**src/oad_pkg.sv**
```systemverilog
package oad_pkg;
    // Instruction classes, taken from bits 15:12.
    localparam logic [3:0] CLS_NOP = 4'h0;
    localparam logic [3:0] CLS_LDW = 4'h1;
    localparam logic [3:0] CLS_LDB = 4'h2;
    localparam logic [3:0] CLS_IMMS = 4'h3;
    localparam logic [3:0] CLS_IMML = 4'h4;
    localparam logic [3:0] CLS_FLAG = 4'h8;
    localparam logic [3:0] CLS_TBL = 4'h9;
    localparam logic [3:0] CLS_ROUNDING_MULTIPLY = 4'ha;
    // Field positions.
    localparam int NEXTA_LSB = 10;
    localparam int APSEL_LSB = 8;
    localparam int SHORT_BIT = 7;
    localparam int IND_BIT = 6;
    localparam int RX_LSB = 2;
    // Pre-modify codes.
    localparam logic [1:0] NA_NONE = 2'h0;
    localparam logic [1:0] NA_INC = 2'h1;
    localparam logic [1:0] NA_DEC = 2'h2;
    localparam logic [1:0] NA_STR = 2'h3;
    // Post-modify codes.
    localparam logic [1:0] PM_NONE = 2'h0;
    localparam logic [1:0] PM_INC = 2'h1;
    localparam logic [1:0] PM_DEC = 2'h2;
    localparam logic [1:0] PM_IDX = 2'h3;
    localparam logic [15:0] STEP_WORD = 16'h0002;
    localparam logic [15:0] STEP_BYTE = 16'h0001;
    localparam logic [2:0] IDX_REG = 3'h5;
    localparam logic [2:0] PAGE_REG = 3'h6;
    localparam logic [31:0] ROUND_HALF = 32'h0000_8000;
    // Register map, byte addresses.
    localparam logic [7:0] OFF_AREG0 = 8'h00;
    localparam logic [7:0] OFF_APS = 8'h20;
    localparam logic [7:0] OFF_MR = 8'h24;
    localparam logic [7:0] OFF_PH = 8'h28;
    localparam logic [7:0] OFF_STATUS = 8'h2c;
    // Reset values.
    localparam logic [15:0] RST_WORD = 16'h0000;
    localparam logic [4:0] RST_AP = 5'h00;

    typedef enum logic [1:0] {
        S_FETCH = 2'b00,
        S_WORD2 = 2'b01,
        S_PMRD = 2'b10,
        S_MRD = 2'b11
    } oad_state_t;

    function automatic logic oad_has_next(input logic [3:0] cls);
        oad_has_next = (cls == CLS_LDW) || (cls == CLS_LDB) || (cls == CLS_IMMS)
            || (cls == CLS_IMML);
    endfunction : oad_has_next

    function automatic logic [15:0] oad_step(input logic [3:0] cls);
        oad_step = (cls == CLS_LDB) ? STEP_BYTE : STEP_WORD;
    endfunction : oad_step
endpackage : oad_pkg

```
**src/oad_page_addr.sv**
```systemverilog
`timescale 1ns/1ns
module oad_page_addr (
    input wire logic [15:0] page_in,
    input wire logic [6:0] field_in,
    output logic [15:0] flag_addr_out,
    output logic [15:0] short_addr_out
);
    wire [15:0] flag_off = {10'h000, field_in[6:1]};

    // Global flags count from location zero, relative ones from the page base.
    assign flag_addr_out = field_in[0] ? page_in + flag_off : flag_off;
    assign short_addr_out = page_in + {9'h000, field_in};
endmodule : oad_page_addr

```
**src/oad_round_mul.sv**
```systemverilog
`timescale 1ns/1ns
module oad_round_mul (
    input wire logic [15:0] mr_in,
    input wire logic [15:0] opnd_in,
    output logic [15:0] ph_out
);
    wire [31:0] prod = mr_in * opnd_in;
    wire [31:0] rnd = prod + oad_pkg::ROUND_HALF;

    // Only the rounded upper half survives.
    assign ph_out = rnd[31:16];
endmodule : oad_round_mul

```
**src/oad_operand_decode.sv**
```systemverilog
// Added by the designer: the register addresses and the APB interface to the registers.
`timescale 1ns/1ns
module oad_operand_decode (
    input wire logic clk_in,
    input wire logic rstn_in,
    input wire logic psel_in,
    input wire logic penable_in,
    input wire logic pwrite_in,
    input wire logic [7:0] paddr_in,
    input wire logic [31:0] pwdata_in,
    output logic [31:0] prdata_out,
    output logic pready_out,
    output logic pslverr_out,
    input wire logic instr_valid_in,
    input wire logic [15:0] instr_in,
    output logic instr_ready_out,
    output logic dm_req_out,
    output logic dm_we_out,
    output logic [15:0] dm_addr_out,
    output logic [15:0] dm_wdata_out,
    input wire logic [15:0] dm_rdata_in,
    output logic pm_req_out,
    output logic [15:0] pm_addr_out,
    input wire logic [15:0] pm_rdata_in,
    output logic [4:0] acc_index_out,
    input wire logic [15:0] acc_value_in,
    output logic [15:0] imm_out,
    output logic imm_valid_out,
    output logic [15:0] flag_addr_out,
    output logic flag_valid_out,
    output logic string_mode_out,
    output logic op_done_out
);
    oad_pkg::oad_state_t st_q, st_d;
    logic [7:0][15:0] areg_q;
    logic [3:0][4:0] ap_q;
    logic [15:0] mr_q, ph_q, dest_q;
    logic [3:0] cls_q;
    logic rdy_q, prdy_q, perr_q;
    logic [31:0] prd_q;

    // APB decode, zero wait states: pready rises in every access phase.
    wire apb_setup = psel_in & ~penable_in;
    wire apb_wr = psel_in & penable_in & prdy_q & pwrite_in & ~perr_q;
    wire aligned = paddr_in[1:0] == 2'h0;
    wire mapped = aligned & (paddr_in <= oad_pkg::OFF_STATUS);
    wire is_areg = paddr_in < oad_pkg::OFF_APS;
    wire [2:0] widx = paddr_in[4:2];
    wire [31:0] rd_mux =
        !mapped ? 32'h0 :
        is_areg ? {16'h0, areg_q[widx]} :
        paddr_in == oad_pkg::OFF_APS ?
            {3'h0, ap_q[3], 3'h0, ap_q[2], 3'h0, ap_q[1], 3'h0, ap_q[0]} :
        paddr_in == oad_pkg::OFF_MR ? {16'h0, mr_q} :
        paddr_in == oad_pkg::OFF_PH ? {16'h0, ph_q} :
        {30'h0, st_q};

    // Instruction field decode.
    wire fetch = (st_q == oad_pkg::S_FETCH) & rdy_q & instr_valid_in;
    wire word2 = (st_q == oad_pkg::S_WORD2) & rdy_q & instr_valid_in;
    wire [3:0] cls = instr_in[15:12];
    wire [1:0] nexta = instr_in[oad_pkg::NEXTA_LSB +: 2];
    wire [1:0] apsel = instr_in[oad_pkg::APSEL_LSB +: 2];
    wire has_next = oad_pkg::oad_has_next(cls);
    wire [4:0] ap_cur = ap_q[apsel];
    wire [4:0] ap_new = !has_next ? ap_cur :
        nexta == oad_pkg::NA_INC ? ap_cur + 5'h01 :
        nexta == oad_pkg::NA_DEC ? ap_cur - 5'h01 : ap_cur;
    wire str_hit = has_next & (nexta == oad_pkg::NA_STR);
    wire is_short = instr_in[oad_pkg::SHORT_BIT];
    wire is_ind = ~is_short & instr_in[oad_pkg::IND_BIT];
    wire is_direct = ~is_short & ~instr_in[oad_pkg::IND_BIT];
    wire [2:0] rx = instr_in[oad_pkg::RX_LSB +: 3];
    wire [1:0] pm = instr_in[1:0];
    wire [15:0] step = oad_pkg::oad_step(cls);
    wire [15:0] areg_post =
        pm == oad_pkg::PM_INC ? areg_q[rx] + step :
        pm == oad_pkg::PM_DEC ? areg_q[rx] - step :
        pm == oad_pkg::PM_IDX ? areg_q[rx] + areg_q[oad_pkg::IDX_REG] : areg_q[rx];
    wire adrs_cls = (cls == oad_pkg::CLS_LDW) | (cls == oad_pkg::CLS_LDB)
        | (cls == oad_pkg::CLS_ROUNDING_MULTIPLY);
    wire [15:0] flag_addr, short_addr, ph_new;
    wire [15:0] ea_now = is_short ? short_addr : areg_q[rx];
    wire post_wr = fetch & adrs_cls & is_ind;

    oad_page_addr u_page (
        .page_in(areg_q[oad_pkg::PAGE_REG]),
        .field_in(instr_in[6:0]),
        .flag_addr_out(flag_addr),
        .short_addr_out(short_addr)
    );

    oad_round_mul u_mul (
        .mr_in(mr_q),
        .opnd_in(dm_rdata_in),
        .ph_out(ph_new)
    );

    always_comb begin
        st_d = st_q;
        unique case (st_q)
            oad_pkg::S_FETCH: begin
                if (fetch && (cls == oad_pkg::CLS_IMML || cls == oad_pkg::CLS_TBL
                    || (adrs_cls && is_direct))) begin
                    st_d = oad_pkg::S_WORD2;
                end else if (fetch && cls == oad_pkg::CLS_ROUNDING_MULTIPLY) begin
                    st_d = oad_pkg::S_MRD;
                end
            end
            oad_pkg::S_WORD2: begin
                if (word2) begin
                    st_d = cls_q == oad_pkg::CLS_TBL ? oad_pkg::S_PMRD :
                        cls_q == oad_pkg::CLS_ROUNDING_MULTIPLY ? oad_pkg::S_MRD : oad_pkg::S_FETCH;
                end
            end
            oad_pkg::S_PMRD: st_d = oad_pkg::S_FETCH;
            oad_pkg::S_MRD: st_d = oad_pkg::S_FETCH;
        endcase
    end

    always_ff @(posedge clk_in or negedge rstn_in) begin
        if (!rstn_in) begin
            prdy_q <= 1'b0;
            perr_q <= 1'b0;
            prd_q <= 32'h0;
        end else begin
            prdy_q <= apb_setup;
            perr_q <= apb_setup & ~mapped;
            prd_q <= apb_setup ? rd_mux : 32'h0;
        end
    end

    // Software writes override a same-cycle update from an instruction.
    always_ff @(posedge clk_in or negedge rstn_in) begin
        if (!rstn_in) begin
            areg_q <= '0;
            ap_q <= '0;
            mr_q <= oad_pkg::RST_WORD;
        end else begin
            if (fetch) begin
                ap_q[apsel] <= ap_new;
            end
            if (post_wr) begin
                areg_q[rx] <= areg_post;
            end
            if (apb_wr && is_areg) begin
                areg_q[widx] <= pwdata_in[15:0];
            end
            if (apb_wr && paddr_in == oad_pkg::OFF_APS) begin
                ap_q <= {pwdata_in[28:24], pwdata_in[20:16], pwdata_in[12:8], pwdata_in[4:0]};
            end
            if (apb_wr && paddr_in == oad_pkg::OFF_MR) begin
                mr_q <= pwdata_in[15:0];
            end
        end
    end

    always_ff @(posedge clk_in or negedge rstn_in) begin
        if (!rstn_in) begin
            st_q <= oad_pkg::S_FETCH;
            rdy_q <= 1'b1;
            cls_q <= oad_pkg::CLS_NOP;
            dest_q <= oad_pkg::RST_WORD;
            ph_q <= oad_pkg::RST_WORD;
            dm_req_out <= 1'b0;
            dm_we_out <= 1'b0;
            dm_addr_out <= oad_pkg::RST_WORD;
            dm_wdata_out <= oad_pkg::RST_WORD;
            pm_req_out <= 1'b0;
            pm_addr_out <= oad_pkg::RST_WORD;
            acc_index_out <= oad_pkg::RST_AP;
            imm_out <= oad_pkg::RST_WORD;
            imm_valid_out <= 1'b0;
            flag_addr_out <= oad_pkg::RST_WORD;
            flag_valid_out <= 1'b0;
            string_mode_out <= 1'b0;
            op_done_out <= 1'b0;
        end else begin
            st_q <= st_d;
            rdy_q <= (st_d == oad_pkg::S_FETCH) || (st_d == oad_pkg::S_WORD2);
            dm_req_out <= 1'b0;
            dm_we_out <= 1'b0;
            pm_req_out <= 1'b0;
            imm_valid_out <= 1'b0;
            flag_valid_out <= 1'b0;
            string_mode_out <= 1'b0;
            op_done_out <= 1'b0;
            if (fetch) begin
                cls_q <= cls;
                acc_index_out <= {apsel, 3'h0} + ap_new;
                string_mode_out <= str_hit;
                if (adrs_cls && !is_direct) begin
                    dm_req_out <= 1'b1;
                    dm_addr_out <= ea_now;
                    op_done_out <= cls != oad_pkg::CLS_ROUNDING_MULTIPLY;
                end else if (cls == oad_pkg::CLS_IMMS) begin
                    imm_out <= {8'h00, instr_in[7:0]};
                    imm_valid_out <= 1'b1;
                    op_done_out <= 1'b1;
                end else if (cls == oad_pkg::CLS_FLAG) begin
                    flag_addr_out <= flag_addr;
                    flag_valid_out <= 1'b1;
                    op_done_out <= 1'b1;
                end else if (st_d == oad_pkg::S_FETCH) begin
                    op_done_out <= 1'b1;
                end
            end
            if (word2) begin
                if (cls_q == oad_pkg::CLS_IMML) begin
                    imm_out <= instr_in;
                    imm_valid_out <= 1'b1;
                    op_done_out <= 1'b1;
                end else if (cls_q == oad_pkg::CLS_TBL) begin
                    dest_q <= instr_in;
                    pm_req_out <= 1'b1;
                    pm_addr_out <= acc_value_in;
                end else begin
                    dm_req_out <= 1'b1;
                    dm_addr_out <= instr_in;
                    op_done_out <= cls_q != oad_pkg::CLS_ROUNDING_MULTIPLY;
                end
            end
            if (st_q == oad_pkg::S_PMRD) begin
                dm_req_out <= 1'b1;
                dm_we_out <= 1'b1;
                dm_addr_out <= dest_q;
                dm_wdata_out <= pm_rdata_in;
                op_done_out <= 1'b1;
            end
            if (st_q == oad_pkg::S_MRD) begin
                ph_q <= ph_new;
                op_done_out <= 1'b1;
            end
        end
    end

    always_comb begin
        prdata_out = prd_q;
        pready_out = prdy_q;
        pslverr_out = perr_q;
        instr_ready_out = rdy_q;
    end

    property p_pre_inc;
        @(posedge clk_in) disable iff (!rstn_in)
        fetch && has_next && nexta == oad_pkg::NA_INC && !apb_wr
            |=> ap_q[$past(apsel)] == $past(ap_cur) + 5'h01;
    endproperty
    a_pre_inc: assert property (p_pre_inc) else $error("pre-increment missing");
    property p_pre_dec;
        @(posedge clk_in) disable iff (!rstn_in)
        fetch && has_next && nexta == oad_pkg::NA_DEC && !apb_wr
            |=> ap_q[$past(apsel)] == $past(ap_cur) - 5'h01;
    endproperty
    a_pre_dec: assert property (p_pre_dec) else $error("pre-decrement missing");
    property p_no_field;
        @(posedge clk_in) disable iff (!rstn_in)
        fetch && !has_next && !apb_wr |=> $stable(ap_q);
    endproperty
    a_no_field: assert property (p_no_field) else $error("pointer changed");
    property p_string;
        @(posedge clk_in) disable iff (!rstn_in)
        fetch && str_hit && !apb_wr |=> string_mode_out && $stable(ap_q);
    endproperty
    a_string: assert property (p_string) else $error("string mode wrong");
    property p_flag;
        @(posedge clk_in) disable iff (!rstn_in)
        fetch && cls == oad_pkg::CLS_FLAG |=> flag_valid_out && flag_addr_out ==
            ($past(instr_in[0]) ? $past(areg_q[oad_pkg::PAGE_REG]) : 16'h0)
            + {10'h000, $past(instr_in[6:1])};
    endproperty
    a_flag: assert property (p_flag) else $error("flag address wrong");
    property p_imm_one;
        @(posedge clk_in) disable iff (!rstn_in)
        fetch && cls == oad_pkg::CLS_IMMS |=> imm_valid_out && op_done_out
            ##1 (!op_done_out || $past(fetch));
    endproperty
    a_imm_one: assert property (p_imm_one) else $error("short immediate late");
    property p_direct;
        @(posedge clk_in) disable iff (!rstn_in)
        word2 && cls_q != oad_pkg::CLS_TBL && cls_q != oad_pkg::CLS_IMML
            |=> dm_req_out && dm_addr_out == $past(instr_in);
    endproperty
    a_direct: assert property (p_direct) else $error("direct address altered");
    property p_short;
        @(posedge clk_in) disable iff (!rstn_in)
        fetch && adrs_cls && is_short |=> dm_addr_out ==
            $past(areg_q[oad_pkg::PAGE_REG]) + {9'h000, $past(instr_in[6:0])};
    endproperty
    a_short: assert property (p_short) else $error("short relative wrong");
    property p_post;
        @(posedge clk_in) disable iff (!rstn_in)
        post_wr && pm == oad_pkg::PM_INC && !apb_wr
            |=> areg_q[$past(rx)] == $past(areg_q[rx]) + $past(step);
    endproperty
    a_post: assert property (p_post) else $error("post step wrong");
    property p_table;
        @(posedge clk_in) disable iff (!rstn_in)
        word2 && cls_q == oad_pkg::CLS_TBL |=> pm_req_out ##1
            dm_we_out && dm_wdata_out == $past(pm_rdata_in) && dm_addr_out == $past(dest_q);
    endproperty
    a_table: assert property (p_table) else $error("table lookup wrong");
    property p_rounding_multiply;
        @(posedge clk_in) disable iff (!rstn_in)
        st_q == oad_pkg::S_MRD |=> ph_q == (($past(mr_q) * $past(dm_rdata_in)
            + oad_pkg::ROUND_HALF) >> 16);
    endproperty
    a_rounding_multiply: assert property (p_rounding_multiply) else $error("product high wrong");
    c_imm_long: cover property (@(posedge clk_in) disable iff (!rstn_in)
        word2 && cls_q == oad_pkg::CLS_IMML);
    c_table: cover property (@(posedge clk_in) disable iff (!rstn_in) st_q == oad_pkg::S_PMRD);
    c_rounding_multiply: cover property (@(posedge clk_in) disable iff (!rstn_in) st_q == oad_pkg::S_MRD);
endmodule : oad_operand_decode

```
**config.mk**
```make
export PLATFORM = sky130hd
export DESIGN_NAME = oad_operand_decode
export DESIGN_NICKNAME = d
export VERILOG_FILES = /design/src/oad_pkg.sv /design/src/oad_page_addr.sv /design/src/oad_round_mul.sv /design/src/oad_operand_decode.sv
export SDC_FILE = /design/constraint.sdc
export NUM_CORES = 1
export LEC_CHECK = 0
export ABC_AREA = 1
export BUFFER_PORTS_ARGS = -buffer_cell sky130_fd_sc_hd__buf_2
export CELL_PAD_IN_SITES_DETAIL_PLACEMENT = 1
export CELL_PAD_IN_SITES_GLOBAL_PLACEMENT = 1
export CORE_MARGIN = 5
export CORE_UTILIZATION = 30
export CTS_CLUSTER_DIAMETER = 80
export CTS_CLUSTER_SIZE = 16
export DETAILED_ROUTE_END_ITERATION = 10
export PLACE_DENSITY_LB_ADDON = 0.1
export SLEW_MARGIN = 0
export SYNTH_ARGS = -nofsm -noshare
export SYNTH_HDL_FRONTEND = slang
export SYNTH_HIERARCHICAL = 1
export SYNTH_SLANG_ARGS = --single-unit
export TNS_END_PERCENT = 50
```
**constraint.sdc**
```tcl
create_clock -name clk_in -period 7 [get_ports clk_in]
set_clock_uncertainty 0.2 [all_clocks]
set_input_delay 0.35 -clock clk_in [delete_from_list [all_inputs] [get_ports clk_in]]
set_output_delay 0.35 -clock clk_in [all_outputs]
set_load 0.01 [all_outputs]
```
Yosys cells after proc, flatten, opt, wreduce, memory -nomap -nowiden
Cells that the tools add are included.

Output and inout bits: 127. Memories kept: 0. Logic and storage cells: 208. Register bits after elaboration: 326. Latch bits: 0. Bits in writable memories: 0. Input port bits: 110. Memory bits (read-only): 0.

Bitwise operators: 26. Equality and inequality tests: 25. Divide/modulo/power cells: 0. Multiplexer cells: 81. Add/sub/neg operators: 9. Reduce and logical (&&, ||, !) cells: 24. Multiply operators: 1. Shift operators: 0. $lt $le $gt $ge: 8.

Operators with widths (number): $mux W16 (22); $bwmux W128 (2); $mux W128 (2); $mux W29 (4); $bmux W16 S3 (2); $demux W16 S3 (2); $mux W20 (2); $add A32 B16 Y32 const B (1); $mul A16 B16 Y32 (1); $mux W1 (30); $mux W5 (5); $eq A8 B6 Y1 const B (3); $bwmux W20 (1); $eq A4 B4 Y1 const B (5); $add A16 B16 Y16 (1); $add A16 B2 Y16 (1); $add A16 B6 Y16 (1); $add A16 B7 Y16 (1); $and A1 B1 Y1 (16); $sub A16 B2 Y16 (1); $eq A2 B2 Y1 const B (6); $mux W2 (6); $bmux W5 S2 (1); $demux W5 S2 (1); 25 further kinds (57).

Depth between registers and ports, before layout
Depth after elaboration: 19. Mapped depth: 26. Mapped depth without buffers: 25.

Modules after synthesis
Netlist, hierarchy kept.

By module, submodules not included: oad_operand_decode (area each 18720.5 µm², cells an instance 2544, sequential area each 8084.0 µm², instances 1); oad_round_mul (area each 9143.8 µm², cells an instance 1284, sequential area each 0.0 µm², instances 1); oad_page_addr (area each 1213.7 µm², cells an instance 233, sequential area each 0.0 µm², instances 1).

Worst setup path after synthesis
Ideal clock, no wire load.

Path kind: reg-to-reg. Start point: register mr_q[7]. End point: register ph_q[11]. Period minus slack after synthesis: 5.723 ns. Slack: 1.277 ns. Required time: 6.675 ns. Arrival time: 5.398 ns. Stages on the path, launching flop included: 25. Buffers on the path: 2. Library setup time: 0.125 ns. Cells stage by stage: dfrtp_1 -> clkbuf_1 -> clkbuf_1 -> nand2_1 -> fa_1 -> inv_1 -> fa_1 -> inv_1 -> fa_1 -> inv_1 -> fa_1 -> fa_1 -> inv_1 -> fa_1 -> inv_1 -> ha_1 -> a21oi_1 -> o21ai_0 -> a21oi_1 -> nor2_1 -> nor2_1 -> nand2_1 -> nand2_1 -> nand2_1 -> mux2_2.

Longest elaborated chain between the ends: 2.

RTL lines: from (decl) (RTL line oad_operand_decode.sv:37) `logic [15:0] mr_q, ph_q, dest_q;`; from (signal assigned) (RTL line oad_operand_decode.sv:138) `mr_q <= oad_pkg::RST_WORD;`; from (signal assigned) (RTL line oad_operand_decode.sv:153) `mr_q <= pwdata_in[15:0];`; $mul A16 B16 Y32 (RTL line oad_round_mul.sv:7) `wire [31:0] prod = mr_in * opnd_in;`; $add A32 B16 Y32 (RTL line oad_round_mul.sv:8) `wire [31:0] rnd = prod + oad_pkg::ROUND_HALF;`; via ph_new[11] (RTL line oad_operand_decode.sv:82) `wire [15:0] flag_addr, short_addr, ph_new;`; to (signal assigned) (RTL line oad_operand_decode.sv:164) `ph_q <= oad_pkg::RST_WORD;`; to (signal assigned) (RTL line oad_operand_decode.sv:231) `ph_q <= ph_new;`; to (decl) (RTL line oad_operand_decode.sv:37).

The timed path passes the listed nets, and every way through them passes these cells. A chain may end at the register's enable or synchronous reset.

Final worst setup path
Start point: register mr_q[7]. End point: register ph_q[13].

The elaborated chain is that of the path after synthesis.

==> run_results.csv <==
group,metric,value,unit
yosys,synth_top_area_share,27.7,%
routing,post_drt_wl_per_cell,23.3,um
placed_design,gp_congestion,0.870,
floorplanning,start_util,30.2,%
hold_path,hold_end,"areg_q[22]",
clocking,cts_setup_buffers,0,
worst_setup_path,crit_required,7270,ps
routing,postRouteAntennaNets,0,
clocking,tritoncts,"done",
sta,finalSetupViolations,0,
worst_setup_path,cp_cell_sequence,"nand2_1 -> fa_1 -> inv_1 -> fa_1 -> inv_1 -> fa_1 -> inv_1 -> fa_1 -> fa_1 -> inv_1 -> fa_1 -> inv_1 -> ha_1 -> a21oi_1 -> o21ai_0 -> a21oi_1 -> nor2_1 -> nor2_1 -> nand2_1 -> nand2_1 -> nand2_1 -> mux2_2",
sta,min_period_over_period,91.1,%
hold_path,hold_class,"primary input to register",
worst_setup_path,cp_slowest_cell,"dfrtp_1",
power_and_ir_drop,power_density,172,mW/mm^2
floorplanning,io_pins,237,
grt,overflow,0,
floorplanning,rows,114,
finish,final_nets,4711,
yosys,ys_seq_elements,323,
grt,grt_pass1_wl,194000,um
sta,slew_headroom,14.7,%
placed_design,portBuffers,224,
placed_design,dp_slack,670,ps
floorplanning,die_x,321,um
clocking,cts-root-buf,"clkbuf_16",
worst_setup_path,cpMostUsedCell,"fa_1",
yosys,ys_types,62,
grt,grt_pass1_vias,29727,
clocking,numCtsBuffers,29,
power_and_ir_drop,ir_worst_vdd,180,uV
grt,grt_antenna_before_repair,4,
clocking,clock_sink_count,323,
worst_setup_path,critPathKind,"register to register",
floorplanning,core_area,0.0964,mm^2
floorplanning,die_h,321,um
yosys,synthTopCellsByCount,"nand2_1, inv_1, a21oi_1",
routing,dr.pass1.iters,5,
sta,setup_slack,626,ps
worst_setup_path,slowest_delay,890,ps
flow_run,cap_violations,0,
finish,drive_gt1_share,10.4,%
routing,drc_errors,0,
worst_setup_path,rrSetupSlack,630,ps
yosys,ys_top_cells_by_area,"dfrtp_1, nand2_1, fa_1, inv_1, ha_1",
sta,tightest_slew,1270,ps
clocking,clkLatencyLatePin,610,ps
routing,via_per_inst,5.06,
finish,synthToLayoutAreaGrowth,13.6,%
routing,dr_total_vias,28081,
sta,whs,20.9,ps
floorplanning,dieArea,0.103,mm^2
yosys,yosysMostFrequentCell,"nand2_1",
sta,tns,0,ps
sta,rsz0062_at_grt,"no",
worst_setup_path,r2r_cells,22,
clocking,clkTransAtPathRegs,80,ps
clocking,clockBufferDepth,3,
worst_setup_path,cp-end-kind,"register",
yosys,ys_seq_area_share,27.8,%
grt,grt_usage,24.6,%
hold_path,holdPathStages,3,
yosys,yosys.area.top_type,"dfrtp_1",
grt,grt_max_degree,140,
yosys,synth-async-reset-ratio,100,%
worst_setup_path,r2r_start,"mr_q[7]",
hold_path,hp-start,"pwdata_in[6]",
routing,drt_wl_total,129000,um
run_status,run_status,"finished, final reports clean",
routing,initialDrtViolationCount,1786,
yosys,syn_area,0.0291,mm^2
sta,hold_viol,0,
sta,drv_slew,0,
worst_setup_path,worst_setup_path_start_kind,"register",
yosys,synth_edf_count,0,
yosys,yosys_warnings,6,
sta,min_period,6370,ps
yosys,syn_area_per_cell,7.16,um^2
yosys,synthFlopType,"dfrtp_1",
worst_setup_path,crit_fanout,15,
yosys,synth_cells,4061,
power_and_ir_drop,leakage,0.0177,uW
worst_setup_path,timing.rr.end,"ph_q[13]",
worst_setup_path,arrival,6650,ps
placed_design,dpl.hpwl,97600,um
clocking,cts-htree-levels,1,
sta,fmax,157,MHz
-- timing repair --
| item | 4_1_cts | 5_1_grt |
|---|---|---|
| gates resized for setup | 0 | 0 |
| setup endpoints to repair | 0 | 0 |
| hold buffers | 63 | 0 |
| hold endpoints to repair | 175 | 0 |
-- per-stage QoR --
| step | total power [uW] | instances | cell area [um^2] | util [%] |
|---|---|---|---|---|
| after CTS | 5750 | 5550 | 33000 | 34.3 |
| after detailed placement | 4010 | 5437 | 31500 | 32.7 |
| after floorplan | 3240 | 4066 | 29100 | - |
| after global routing | 5980 | 5552 | 33000 | 34.3 |
| final | 5680 | 5553 | 33000 | 34.3 |
| after global placement | 4000 | 5437 | 31500 | 32.7 |
-- worst max path at each step --
stage / slack (ps) / from / to / cells after the start
2_1_floorplan: 1280 / mr_q[7] / ph_q[11] / 24
3_3_place_gp: 660 / mr_q[7] / ph_q[13] / 22
3_5_place_dp: 670 / mr_q[7] / ph_q[11] / 22
4_1_cts: 640 / mr_q[7] / ph_q[13] / 22
5_1_grt: 280 / mr_q[7] / ph_q[13] / 22
6_report: 630 / mr_q[7] / ph_q[13] / 22
-- layout by cell type, fill, tap and decap left out, drive strengths merged, types with 24 or more instances in the layout --
cell         count
a21oi          324
a22oi           57
buf            284
clkbuf          39
dfrtp          322
dlygate4sd3     63
fa             198
ha             148
inv            621
nand2         1289
nand3          169
nand4           26
nor2           299
nor3            31
o21ai          155
o22ai           51
xor2            24
-- critical path, delay by kind of cell (launching register included) --
| kind | cells | cell delay, ps |
|---|---|---|
| adders and majority gates | 7 | 3370 |
| DFF | 1 | 890 |
| AOI/OAI and AO/OA | 3 | 660 |
| and+or+nand+nor | 6 | 610 |
| muxes | 1 | 260 |
| buffers and inverters | 5 | 250 |
-- state kept, by name, indices dropped and copies added (netlist names), 2 cells and up --
register	cells
st_q	2
dm_wdata_out	16
dm_addr_out	16
mr_q	16
ap_q	20
pm_addr_out	16
cls_q	4
prdata_out	26
ph_q	16
acc_index_out	5
imm_out	16
flag_addr_out	16
dest_q	16
areg_q	128
-- report_power, final --
group	leakage (uW)	internal, uW	switching [uW]	total (uW)
logic	0.0130	532	1030	1570
clock network	0.000437	841	844	1690
registers	0.00427	2170	249	2420
total	0.0177	3550	2130	5680
-- per-layer routing --
| layer | GRT usage (%) | vias to the layer above | part of all wire (%) |
|---|---|---|---|
| met3 | 1.76 | 159 | 3.3 |
| met4 | 6.31 | 0 | 2.9 |
| met1 | 31.7 | 14191 | 43 |
| met5 | 0 | - | 0 |
| met2 | 44.7 | 544 | 51 |
| li1 | - | 13187 | - |
-- layout make-up --
class	instances	area (um^2)
Fill cell	12208	63400
Multi-Input combinational cell	2924	17800
Sequential cell	323	8080
Inverter	630	2360
Timing Repair Buffer	347	2240
Tap cell	1276	1600
Clock buffer	39	783
Clock inverter	11	139
Antenna cell	3	7.51
-- cell families (layout without fill, tap and decap cells) --
| group | Yosys count | after routing | share of synthesized area [%] |
|---|---|---|---|
| simple gates | 1834 | 1834 | 25.8 |
| buf+inv | 819 | 1027 | 11.0 |
| compound gates | 683 | 683 | 13.6 |
| fa+ha+maj | 346 | 346 | 20.0 |
| flops | 323 | 323 | 27.8 |
| xor+xnor | 33 | 33 | 0.994 |
| mux | 22 | 22 | 0.852 |
| other cells | 1 | 9 | 0.0129 |
No activity file was read; power rests on OpenSTA's default activity.
